===== config.mk =====
export PLATFORM = sky130hd
export DESIGN_NAME = rtu_return_unit
export DESIGN_NICKNAME = d
export VERILOG_FILES = /design/src/inc/rtu_pkg.sv /design/src/rtu_return_stack.sv /design/src/rtu_return_unit.sv
export SDC_FILE = /design/constraint.sdc
export NUM_CORES = 2
export LEC_CHECK = 0
export BUFFER_PORTS_ARGS = -buffer_cell sky130_fd_sc_hd__buf_2
export CORE_AREA = 2 2 246 248
export CTS_CLUSTER_SIZE = 10
export DETAILED_ROUTE_END_ITERATION = 12
export DIE_AREA = 0 0 248 250
export HOLD_SLACK_MARGIN = 0.06
export PLACE_DENSITY_LB_ADDON = 0.2
export SLEW_MARGIN = 20
export SYNTH_ARGS = -nofsm -noshare
export SYNTH_HDL_FRONTEND = slang
export SYNTH_SLANG_ARGS = --single-unit

===== constraint.sdc =====
create_clock -name ref_clk -period 40.8 [get_ports ref_clk]
set_input_delay 6.12 -clock ref_clk [delete_from_list [all_inputs] [get_ports ref_clk]]
set_output_delay 6.12 -clock ref_clk [all_outputs]
set_load 0.05 [all_outputs]

===== src/inc/rtu_pkg.sv =====
/*
 * Shared constants and types of the return instruction unit: opcode patterns,
 * quarter-cycle phases, register offsets, field positions and reset values.
 * Assumes a 16-bit program word, a 21-bit program counter and AXI4-Lite access.
 */
package rtu_pkg;

    // ****************************************
    // widths
    // ****************************************
    localparam int PC_W = 21;
    localparam int DATA_W = 8;
    localparam int BANK_W = 4;
    localparam int STACK_DEPTH = 31;
    localparam int LEVEL_W = 6;
    localparam int ADDR_W = 4;

    // ****************************************
    // opcodes
    // ****************************************
    localparam logic [14:0] OP_IRQ_RET_HI = 15'h0008;
    localparam logic [14:0] OP_SUB_RET_HI = 15'h0009;
    localparam logic [7:0] OP_LIT_RET_HI = 8'h0C;

    // ****************************************
    // quarter-cycle phases
    // ****************************************
    localparam logic [1:0] PHASE_Q1 = 2'h0;
    localparam logic [1:0] PHASE_Q4 = 2'h3;

    // ****************************************
    // register map
    // ****************************************
    localparam logic [ADDR_W-1:0] ADDR_CTRL = 4'h0;
    localparam logic [ADDR_W-1:0] ADDR_STATUS = 4'h4;
    localparam logic [ADDR_W-1:0] ADDR_COUNT = 4'h8;
    localparam logic [ADDR_W-1:0] ADDR_LAST_PC = 4'hC;
    localparam int CTRL_ENABLE_BIT = 0;
    localparam int CTRL_HIGH_PRIO_BIT = 1;
    localparam logic [1:0] CTRL_RESET = 2'h1;
    localparam int STATUS_LEVEL_LSB = 0;
    localparam int STATUS_BUSY_BIT = 8;
    localparam int STATUS_KIND_LSB = 9;
    localparam int STATUS_UNDERFLOW_BIT = 12;
    localparam int STATUS_OVERFLOW_BIT = 13;
    localparam logic [1:0] RESP_OKAY = 2'h0;
    localparam logic [1:0] RESP_DECERR = 2'h3;

    // ****************************************
    // types
    // ****************************************
    typedef enum logic [1:0] {
        RTU_KIND_NONE,
        RTU_KIND_IRQ,
        RTU_KIND_SUB,
        RTU_KIND_LIT
    } rtu_kind_t;

    typedef struct packed {
        logic [DATA_W-1:0] work;
        logic [DATA_W-1:0] flags;
        logic [BANK_W-1:0] bank;
    } rtu_core_regs_t;

    typedef struct packed {
        logic work;
        logic flags;
        logic bank;
    } rtu_load_t;

    typedef struct packed {
        logic high;
        logic low;
    } rtu_irq_set_t;

endpackage


===== src/rtu_return_stack.sv =====
/*
 * Hardware return stack as a shift register of program addresses; entry 0 is
 * the stackTop output. Assumes push and pop are single-cycle strobes.
 */
`timescale 1ns/10ps

module rtu_return_stack
    import rtu_pkg::*;
#(
    parameter int DEPTH = STACK_DEPTH,
    parameter int WIDTH = PC_W
) (
    input wire logic ref_clk, // core clock
    input wire logic reset, // async, active high
    input wire logic push, // store pushAddr as new top
    input wire logic [WIDTH-1:0] pushAddr, // address pushed by a call
    input wire logic pop, // discard the top entry
    output logic [WIDTH-1:0] stackTop, // current top entry
    output logic [LEVEL_W-1:0] level, // entries held
    output logic underflow, // pop while empty, pulse
    output logic overflow // push while full, pulse
);

    logic [WIDTH-1:0] entry_q [DEPTH];
    logic [LEVEL_W-1:0] level_q;
    logic isEmpty;
    logic isFull;

    assign isEmpty = (level_q == '0);
    assign isFull = (level_q == LEVEL_W'(DEPTH));
    assign stackTop = entry_q[0];
    assign level = level_q;
    assign underflow = pop && !push && isEmpty;
    assign overflow = push && !pop && isFull;

    // ****************************************
    // entries
    // ****************************************
    genvar i;
    generate
        for (i = 0; i < DEPTH; i++) begin : gEntry
            logic [WIDTH-1:0] below;
            logic [WIDTH-1:0] above;
            assign above = (i == 0) ? pushAddr : entry_q[(i == 0) ? 0 : i - 1];
            assign below = (i == DEPTH - 1) ? '0 : entry_q[(i == DEPTH - 1) ? i : i + 1];
            always_ff @(posedge ref_clk or posedge reset) begin
                if (reset) begin
                    entry_q[i] <= '0;
                end else if (push && pop) begin
                    // pop and push together replace only the top
                    if (i == 0) begin
                        entry_q[i] <= pushAddr;
                    end
                end else if (push) begin
                    entry_q[i] <= above;
                end else if (pop) begin
                    entry_q[i] <= below; // [RULE10]
                end
            end
        end
    endgenerate

    always_ff @(posedge ref_clk or posedge reset) begin
        if (reset) begin
            level_q <= '0;
        end else if (push && !pop && !isFull) begin
            level_q <= level_q + LEVEL_W'(1);
        end else if (pop && !push && !isEmpty) begin
            level_q <= level_q - LEVEL_W'(1);
        end
    end

endmodule


===== src/rtu_return_unit.sv =====
/*
 * Execution logic for the three return instructions: decode, stack pop into
 * the program counter, shadow restore, literal load and interrupt re-enable,
 * with an AXI4-Lite register slave. Assumes instructions are offered at Q1 of
 * a free-running four-phase instruction cycle and the core applies the loads.
 */
// Operation
// [RULE1] The interrupt return pops the stack and loads the popped top into the PC.
// [RULE2] The interrupt return sets the high or the low global enable and no other flag.
// [RULE3] Interrupt return with select 1 restores working, flags and bank from shadows.
// [RULE4] Any return with select 0 leaves working, flags and bank untouched.
// [RULE5] No return touches the upper or high PC latches.
// [RULE6] Literal return writes its 8-bit literal to working and pops the PC.
// [RULE7] Subroutine return pops the stack into the PC and affects no flags.
// [RULE8] Subroutine return with select 1 restores working, flags and bank from shadows.
// [RULE9] Each return is one word, two cycles: pop at Q4 of the first, then a flush cycle.
// [RULE10] Each pop exposes the previously pushed address as the new top.
`timescale 1ns/10ps

module rtu_return_unit
    import rtu_pkg::*;
(
    input wire logic ref_clk, // 250 MHz core clock
    input wire logic reset, // async, active high
    // AXI4-Lite slave
    input wire logic [ADDR_W-1:0] s_axi_awaddr, // write address
    input wire logic s_axi_awvalid, // write address valid
    output logic s_axi_awready, // write address ready
    input wire logic [31:0] s_axi_wdata, // write data
    input wire logic [3:0] s_axi_wstrb, // write byte lanes
    input wire logic s_axi_wvalid, // write data valid
    output logic s_axi_wready, // write data ready
    output logic [1:0] s_axi_bresp, // write response
    output logic s_axi_bvalid, // write response valid
    input wire logic s_axi_bready, // write response ready
    input wire logic [ADDR_W-1:0] s_axi_araddr, // read address
    input wire logic s_axi_arvalid, // read address valid
    output logic s_axi_arready, // read address ready
    output logic [31:0] s_axi_rdata, // read data
    output logic [1:0] s_axi_rresp, // read response
    output logic s_axi_rvalid, // read data valid
    input wire logic s_axi_rready, // read data ready
    // core side
    output logic [1:0] phase, // current quarter, 0 = Q1
    input wire logic instValid, // instWord valid at Q1
    input wire logic [15:0] instWord, // fetched program word
    output logic instTaken, // word decoded as a return
    output logic flushing, // second, no-operation cycle
    input wire logic callPush, // core pushes a return address
    input wire logic [PC_W-1:0] callAddr, // address pushed
    input wire rtu_core_regs_t shadowRegs, // working/flags/bank shadows
    input wire rtu_core_regs_t liveRegs, // current working/flags/bank
    output logic [PC_W-1:0] pcValue, // new program counter
    output logic pcLoad, // load pcValue, pulse
    output rtu_core_regs_t regsValue, // values for working/flags/bank
    output rtu_load_t regsLoad, // per-register load, pulse
    output rtu_irq_set_t irqEnableSet // set global enable, pulse
);

    typedef enum {ST_IDLE, ST_EXEC, ST_FLUSH} rtu_state_t;

    // ****************************************
    // decode
    // ****************************************
    rtu_state_t state_q;
    rtu_state_t state_d;
    logic [1:0] phase_q;
    logic [15:0] inst_q;
    rtu_kind_t kind_q;
    rtu_kind_t decKind;
    logic [1:0] ctrl_q;
    logic isQ1;
    logic isQ4;
    logic takeInst;
    logic execNow;
    logic shadowSel;
    logic [PC_W-1:0] stackTop;
    logic [LEVEL_W-1:0] stackLevel;
    logic stackUnder;
    logic stackOver;

    assign isQ1 = (phase_q == PHASE_Q1);
    assign isQ4 = (phase_q == PHASE_Q4);
    assign phase = phase_q;
    assign decKind = (instWord[15:1] == OP_IRQ_RET_HI) ? RTU_KIND_IRQ : // [RULE1]
                     (instWord[15:1] == OP_SUB_RET_HI) ? RTU_KIND_SUB : // [RULE7]
                     (instWord[15:8] == OP_LIT_RET_HI) ? RTU_KIND_LIT : // [RULE6]
                     RTU_KIND_NONE;
    assign takeInst = (state_q == ST_IDLE) && isQ1 && instValid &&
                      (decKind != RTU_KIND_NONE) && ctrl_q[CTRL_ENABLE_BIT];
    assign instTaken = takeInst;
    assign execNow = (state_q == ST_EXEC) && isQ4; // [RULE9]
    assign flushing = (state_q == ST_FLUSH);
    assign shadowSel = inst_q[0] && (kind_q != RTU_KIND_LIT);

    // ****************************************
    // sequencing
    // ****************************************
    always_comb begin
        state_d = state_q;
        case (state_q)
            ST_IDLE: begin
                if (takeInst) begin
                    state_d = ST_EXEC;
                end
            end
            ST_EXEC: begin
                if (isQ4) begin
                    state_d = ST_FLUSH; // [RULE9]
                end
            end
            ST_FLUSH: begin
                // words offered during the flush cycle are dropped
                if (isQ4) begin
                    state_d = ST_IDLE;
                end
            end
            default: begin
                state_d = ST_IDLE;
            end
        endcase
    end

    always_ff @(posedge ref_clk or posedge reset) begin
        if (reset) begin
            state_q <= ST_IDLE;
            phase_q <= PHASE_Q1;
            inst_q <= '0;
            kind_q <= RTU_KIND_NONE;
        end else begin
            state_q <= state_d;
            phase_q <= phase_q + 2'h1;
            if (takeInst) begin
                inst_q <= instWord;
                kind_q <= decKind;
            end
        end
    end

    // ****************************************
    // return stack
    // ****************************************
    rtu_return_stack #(
        .DEPTH(STACK_DEPTH),
        .WIDTH(PC_W)
    ) uStack (
        .ref_clk(ref_clk),
        .reset(reset),
        .push(callPush),
        .pushAddr(callAddr),
        .pop(execNow), // [RULE1] [RULE7] [RULE6]
        .stackTop(stackTop),
        .level(stackLevel),
        .underflow(stackUnder),
        .overflow(stackOver)
    );

    // ****************************************
    // execution outputs
    // ****************************************
    rtu_core_regs_t regsValue_d;
    rtu_load_t regsLoad_d;
    rtu_irq_set_t irqSet_d;

    always_comb begin
        regsValue_d = liveRegs; // [RULE4]
        regsLoad_d = '0;
        irqSet_d = '0;
        if (execNow) begin
            if (shadowSel) begin
                regsValue_d = shadowRegs; // [RULE3] [RULE8]
                regsLoad_d = '{work: 1'b1, flags: 1'b1, bank: 1'b1};
            end
            if (kind_q == RTU_KIND_LIT) begin
                regsValue_d.work = inst_q[DATA_W-1:0]; // [RULE6]
                regsLoad_d.work = 1'b1;
            end
            if (kind_q == RTU_KIND_IRQ) begin
                // priority being serviced is told by software through the control word
                irqSet_d.high = ctrl_q[CTRL_HIGH_PRIO_BIT]; // [RULE2]
                irqSet_d.low = !ctrl_q[CTRL_HIGH_PRIO_BIT]; // [RULE2]
            end
        end
    end

    // program counter, register loads and enable sets are registered here; no latch output exists to disturb
    always_ff @(posedge ref_clk or posedge reset) begin
        if (reset) begin
            pcValue <= '0;
            pcLoad <= 1'b0;
            regsValue <= '0;
            regsLoad <= '0;
            irqEnableSet <= '0;
        end else begin
            pcLoad <= execNow;
            regsValue <= regsValue_d;
            regsLoad <= regsLoad_d;
            irqEnableSet <= irqSet_d;
            if (execNow) begin
                pcValue <= stackTop; // [RULE1] [RULE5] [RULE7]
            end
        end
    end

    // ****************************************
    // register slave
    // ****************************************
    logic [15:0] count_q;
    logic [PC_W-1:0] lastPc_q;
    logic under_q;
    logic over_q;
    logic [ADDR_W-1:0] awAddr_q;
    logic [31:0] wData_q;
    logic [3:0] wStrb_q;
    logic awHeld_q;
    logic wHeld_q;
    logic doWrite;
    logic wrCtrl;
    logic wrStatus;
    logic wrMapped;
    logic rdMapped;
    logic [31:0] statusWord;
    logic [31:0] readWord;

    assign s_axi_awready = !awHeld_q && !s_axi_bvalid;
    assign s_axi_wready = !wHeld_q && !s_axi_bvalid;
    assign doWrite = awHeld_q && wHeld_q && !s_axi_bvalid;
    assign wrMapped = (awAddr_q == ADDR_CTRL) || (awAddr_q == ADDR_STATUS) ||
                      (awAddr_q == ADDR_COUNT) || (awAddr_q == ADDR_LAST_PC);
    assign wrCtrl = doWrite && (awAddr_q == ADDR_CTRL) && wStrb_q[0];
    assign wrStatus = doWrite && (awAddr_q == ADDR_STATUS) && wStrb_q[1];
    assign s_axi_arready = !s_axi_rvalid;
    assign rdMapped = (s_axi_araddr == ADDR_CTRL) || (s_axi_araddr == ADDR_STATUS) ||
                      (s_axi_araddr == ADDR_COUNT) || (s_axi_araddr == ADDR_LAST_PC);
    assign statusWord = {18'h0, over_q, under_q, 1'b0, 2'(kind_q), flushing,
                         2'h0, stackLevel};
    assign readWord = (s_axi_araddr == ADDR_CTRL) ? {30'h0, ctrl_q} :
                      (s_axi_araddr == ADDR_STATUS) ? statusWord :
                      (s_axi_araddr == ADDR_COUNT) ? {16'h0, count_q} :
                      (s_axi_araddr == ADDR_LAST_PC) ? {11'h0, lastPc_q} : 32'h0;

    always_ff @(posedge ref_clk or posedge reset) begin
        if (reset) begin
            awHeld_q <= 1'b0;
            wHeld_q <= 1'b0;
            awAddr_q <= '0;
            wData_q <= '0;
            wStrb_q <= '0;
            s_axi_bvalid <= 1'b0;
            s_axi_bresp <= RESP_OKAY;
            s_axi_rvalid <= 1'b0;
            s_axi_rresp <= RESP_OKAY;
            s_axi_rdata <= '0;
        end else begin
            if (s_axi_awvalid && s_axi_awready) begin
                awHeld_q <= 1'b1;
                awAddr_q <= s_axi_awaddr;
            end
            if (s_axi_wvalid && s_axi_wready) begin
                wHeld_q <= 1'b1;
                wData_q <= s_axi_wdata;
                wStrb_q <= s_axi_wstrb;
            end
            if (doWrite) begin
                awHeld_q <= 1'b0;
                wHeld_q <= 1'b0;
                s_axi_bvalid <= 1'b1;
                s_axi_bresp <= wrMapped ? RESP_OKAY : RESP_DECERR;
            end else if (s_axi_bready) begin
                s_axi_bvalid <= 1'b0;
            end
            if (s_axi_arvalid && s_axi_arready) begin
                s_axi_rvalid <= 1'b1;
                s_axi_rdata <= readWord;
                s_axi_rresp <= rdMapped ? RESP_OKAY : RESP_DECERR;
            end else if (s_axi_rready) begin
                s_axi_rvalid <= 1'b0;
            end
        end
    end

    // sticky stack faults: a new fault in the clearing cycle survives
    always_ff @(posedge ref_clk or posedge reset) begin
        if (reset) begin
            ctrl_q <= CTRL_RESET;
            count_q <= '0;
            lastPc_q <= '0;
            under_q <= 1'b0;
            over_q <= 1'b0;
        end else begin
            if (wrCtrl) begin
                ctrl_q <= wData_q[1:0];
            end
            if (execNow) begin
                count_q <= count_q + 16'h1;
                lastPc_q <= stackTop;
            end
            under_q <= stackUnder || (under_q && !(wrStatus && wData_q[STATUS_UNDERFLOW_BIT]));
            over_q <= stackOver || (over_q && !(wrStatus && wData_q[STATUS_OVERFLOW_BIT]));
        end
    end

endmodule


After elaboration in Yosys (flattened, before gate mapping)
Cells that the tools add are included.
{"block": "totals", "regBits": 828, "latchBits": 0, "ramBits": 0, "mem_bits_ro": 0, "out_inout_bits": 92, "elab_cells": 243, "mem_count": 0}
{"block": "op_classes", "add_sub_neg": 4, "n_mul": 0, "n_div": 0, "magnitude_cmp": 0, "eq_ne": 21, "shift": 0, "muxes": 94, "n_bitwise": 1, "n_reduce_logical": 63}
{"operator": "$mux W21", "count": 67}
{"operator": "$mux W32", "count": 3}
{"operator": "$pmux W32 S3", "count": 1}
{"operator": "$eq A32 B2 Y1 const B", "count": 2}
{"operator": "$logic_not A32 Y1", "count": 2}
{"operator": "$mux W20", "count": 2}
{"operator": "$eq A32 B1 Y1 const B", "count": 1}
{"operator": "$eq A32 B3 Y1 const B", "count": 1}
{"operator": "$eq A15 B4 Y1 const B", "count": 2}
{"operator": "$logic_and A1 B1 Y1", "count": 28}
{"operator": "$add A16 B1 Y16 const B", "count": 1}
{"operator": "$eq A4 B4 Y1 const B", "count": 4}
{"operator": "$mux W2", "count": 7}
{"operator": "$reduce_bool A2 Y1", "count": 7}
{"operator": "$mux W6", "count": 2}
{"operator": "$logic_not A1 Y1", "count": 11}
{"operator": "$mux W1", "count": 9}
{"operator": "$eq A4 B3 Y1 const B", "count": 2}
{"operator": "$eq A8 B4 Y1 const B", "count": 1}
{"operator": "$logic_not A4 Y1", "count": 2}
{"operator": "$logic_or A1 B1 Y1", "count": 8}
{"operator": "$mux W8", "count": 1}
{"operator": "$ne A2 B2 Y1 const B", "count": 4}
{"operator": "$add A6 B1 Y6 const B", "count": 1}
{"operator": "other kinds (12)", "count": 14}

Longest topological paths before layout
{"block": "logic_depth", "word_depth": 9, "depth_mapped": 12, "depth_no_buf": 10}

Cells and area by module
A second synthesis with hierarchy kept.
{"block": "hier_totals", "cells_unflattened": 3307, "hier_area_um2": 34972.3}
{"mod": "rtu_return_stack", "n_inst": 1, "cells_each": 2868, "area_each_um2": 30013.8}
{"mod": "rtu_return_unit", "n_inst": 1, "cells_each": 439, "area_each_um2": 4958.5}

Worst setup path before layout
OpenSTA, ideal clock, no wires.
{"block": "synth_path", "kind": "input-to-output", "from": "input port instWord[7]", "to": "output port instTaken", "t_arrival_ps": 7348, "setup_slack_ps": 27332, "cell_stages": 3, "n_path_buf": 0, "path_cell_list": "nor4b_1 > nand2_1 > a21oi_1"}
{"block": "synth_between", "elab_chain_cells": 6}
{"item": "start: declaration", "line_no": "rtu_return_unit.sv:46", "rtl": "input wire logic [15:0] instWord,"}
{"item": "$eq A15 B4 Y1", "line_no": "rtu_return_unit.sv:86", "rtl": "(instWord[15:1] == OP_SUB_RET_HI) ? RTU_KIND_SUB :"}
{"item": "$mux W2", "line_no": "rtu_return_unit.sv:86"}
{"item": "$mux W2 (*)", "line_no": "rtu_return_unit.sv:85", "rtl": "assign decKind = (instWord[15:1] == OP_IRQ_RET_HI) ? RTU_KIND_IRQ :"}
{"item": "$reduce_bool A2 Y1 (*)", "line_no": "rtu_return_unit.sv:90", "rtl": "(decKind != RTU_KIND_NONE) && ctrl_q[CTRL_ENABLE_BIT];"}
{"item": "$logic_and A1 B1 Y1 (*)", "line_no": "rtu_return_unit.sv:89", "rtl": "assign takeInst = (state_q == ST_IDLE) && isQ1 && instValid &&"}
{"item": "$logic_and A1 B1 Y1 (*)", "line_no": "rtu_return_unit.sv:90"}
{"item": "end: declaration", "line_no": "rtu_return_unit.sv:47", "rtl": "output logic instTaken,"}
Mark *: on every way between the ends. The rest lies on a longest branch, timed or not.

Worst setup path in the final report
Ends and elaborated chain as after synthesis.

==> results by group <==
Yosys
  – EDFF count, synth: 0
  – Sequential area share after synthesis: 55.7%
  – Synth top area share: 55.6%
  – Main synth FF type: dfrtp_1
  – Synthesized flop and latch total: 774
  – Post-synth cell types: 49
  – Mapped Avg Cell Area: 10.5 um^2
  – Async set-or-reset flop fraction in the synthesized netlist: 100%
  – Most frequent cell after synthesis: dfrtp_1
  – Synth cell count leaders: 773 x dfrtp_1, 636 x mux2i_1, 631 x nor2_1, 625 x a21oi_1, 140 x clkbuf_1
  – Synth Cell Area: 34,800 um^2
  – Mapped Cells: 3,303
  – Largest cells by area after synthesis: dfrtp_1 56%, mux2i_1 18%, a21oi_1 9.0%
  – Yosys top cell by area: dfrtp_1
  – Syn. warnings: 0

Route
  – Drt wl/cell: 14.7 um
  – TritonRoute pass-1 iters: 7
  – DRC viols: 0
  – Initial DRC Count: 1,588
  – Post-Route WL: 61.0 mm
  – ANT nets after route: 0
  – Vias/cell: 5.54
  – Routed vias: 23,100

Flow run
  – Max-cap viol count: 0

Floorplan
  – Top-Level Pins: 222
  – Initial Util: 58.4%
  – Die Ht: 250 um
  – Core area: 59,600 um^2
  – Die Width: 248 um
  – Row count: 90
  – Die ar.: 62,000 um^2

Timing
  – Final Cycle Share: 32.8%
  – Final setup skew: 0.0234 ns
  – Fin Setup TNS: 0 ns
  – Final Setup Violations: 0
  – WHS: 0.468 ns
  – Fmax: 74.8 MHz
  – Relative slew slack: -1.76%
  – Worst-Margin Slew: 1.53 ns
  – Final Hold Viols: 0
  – Tmin final: 13.38 ns
  – Max-slew violations: 85
  – RSZ-0062 raised after global routing: false
  – Final setup margin: 27.42 ns

Worst hold path
  – Startpoint of the worst hold path: phase[0]
  – Worst Hold End: phase[0]
  – Worst Hold Depth: 1
  – Min-Delay Path Class: reg -> reg

GRT
  – Met2 usage: 31.5%
  – Top Usage Layer GRT: met2
  – Grt ovf: 0
  – Pin count of the biggest net entering global routing: 301
  – Global-route wire length before repair: 105 mm
  – Vias in the first global route: 22,100
  – Initial antenna violation count: 2
  – Met3 Track Usage GR: 3.11%
  – GR Util All Layers: 20.0%
  – Met1 Usage GRT: 28.3%

CTS
  – CTS buffer count: 88
  – Clock slew at reported path FFs: 0.05 ns
  – CTS tree: yes
  – Clock Tree Root: clkbuf_16
  – Post_cts resized: 0
  – Clk buf depth: 3
  – Skew-Pair Late Insertion Delay: 0.62 ns
  – Clk sinks: 774
  – H-tree levels: 3
  – Cts hold-fix bufs: 0
  – Post-CTS setup buffers: 0

Setup path
  – Max FO, Critical Path: 4
  – Worst Reg2Reg Path Length in Cells: 10
  – Reg-to-reg startpoint: phase[0]
  – Worst path max stage delay: 0.37 ns
  – CP endpoint kind: primary output
  – Worst R2R Setup Slack: 34.96 ns
  – Delay-heaviest family, CP: simple AND/OR/NAND/NOR gates
  – WP data required: 34.68 ns
  – Buf+Inv Stages, Crit Path: 2
  – RR Endpoint: uStack.gEntry[29].below[9]
  – Slowest CP cell: nor4b_1
  – Critical-path cell list: buf_2 > nor4b_1 > nand2_1 > a21oi_1 > buf_2
  – Most used cell, CP: buf_2
  – Worst Path Arrival: 7.26 ns
  – Crit path launch type: primary input
  – Worst setup path class: in -> out

Final layout
  – Register Area: 19,400 um^2
  – Multi-input combinational cell area: 14,200 um^2
  – # fillers: 4,686
  – NumNets Final: 3,499
  – Layout Utilization: 64.2%
  – Area grow syn2layout: 10.0%
  – Share of cells above drive strength 1: 10.5%

Run status
  – Status: finished, violations left
  – Failing checks: max-slew violations

Power and ir drop
  – Leak: 17.2 nW
  – Largest vdd supply drop: 0.0610 mV
  – Power Density: 54.0 nW/um^2

Placed design
  – Port Buffer Count: 180
  – GPL Wtd Cong: 0.868
  – DP HPWL: 37.1 mm
  – Dpl ws: 27.39 ns
## how the worst max path moves through the flow
stage                           start                          to  slack, ns  depth (start not counted)
after floorplan                 reset                 awAddr_q[0]      12.95                          1
final                     instWord[7]                   instTaken      27.42                          5
after detailed placement     callPush  uStack.gEntry[29].below[9]      27.39                          9
after CTS                 instWord[7]                   instTaken      27.40                          5
after global placement    instWord[7]                   instTaken      27.41                          5
after global routing      instWord[7]                   instTaken      27.37                          5
## layout make-up
| cell class | instances | share of cell area, % |
|---|---|---|
| diodes | 1 | 0.00654 |
| clock buffers | 108 | 6.06 |
| clock inverters | 5 | 0.111 |
| inverters | 32 | 0.334 |
| multi-input cells | 2259 | 37.2 |
| flip-flops and latches | 774 | 50.6 |
| well taps | 782 | 2.56 |
| repair buffers | 203 | 3.10 |
## registers in the layout, summed over array words and instances (netlist names), 4 cells and up
register             flops
inst_q                   8
lastPc_q                21
wData_q                  4
uStack.gEntry.below    588
s_axi_rdata             21
uStack.stackTop         21
count_q                 16
uStack.level             6
regsValue               20
awAddr_q                 4
uStack.gEntry.above     42
## through the flow
step / cell area (um^2) / total power [W] / std cells
floorplan: 34800 / 0.00132 / 3313
global placement: 35800 / 0.00137 / 4049
detailed placement: 35800 / 0.00141 / 4049
CTS: 38200 / 0.00209 / 4162
global route: 38200 / 0.00219 / 4163
finish: 38300 / 0.00207 / 4164
## logic make-up after synthesis
logic type      after synthesis  synth area share [%]
flops                       774                  55.7
other cells                   1                0.0108
xor+xnor                     20                 0.504
fa+ha+maj                    11                 0.417
mux                         683                  19.9
simple gates                811                  9.22
compound gates              723                  10.7
buf+inv                     280                  3.51
## placed cells by master, fill, tap and decap left out, drive strengths merged, types with 7 or more instances in the layout
cell / count
o21ai: 60
a21oi: 626
inv: 36
xnor2: 13
mux2: 45
dfrtp: 773
a22o: 14
conb: 11
nand2: 118
nor2: 631
buf: 203
ha: 10
xor2: 7
nand3: 27
clkbuf: 108
o22ai: 8
nand4: 8
mux2i: 636
## worst register-to-register path, stage by stage (launching register included)
cell	delay, ns
dfrtp_1	0.39
ha_1	0.24
nand3b_1	0.09
buf_4	0.36
ha_4	0.49
buf_6	0.69
buf_6	0.79
buf_6	0.72
buf_4	0.89
buf_4	0.77
o21ai_0	0.26
## layer usage
layer | vias to the layer above | wire length [um] | share of wire [%]
li1 | 11600 | - | -
met1 | 11100 | 28400 | 46
met2 | 359 | 28500 | 47
met3 | 95 | 2710 | 4.4
met4 | 4 | 1460 | 2.4
met5 | - | 28 | 0.046
## power breakdown
part | switching, W | internal (W) | leakage (nW) | total [W]
sequential | 0.000132 | 0.000928 | 8.15 | 0.00106
clock | 0.000281 | 0.000393 | 1.15 | 0.000674
combinational | 0.000176 | 0.000156 | 7.88 | 0.000333
Power figures use the tool's default switching activity.
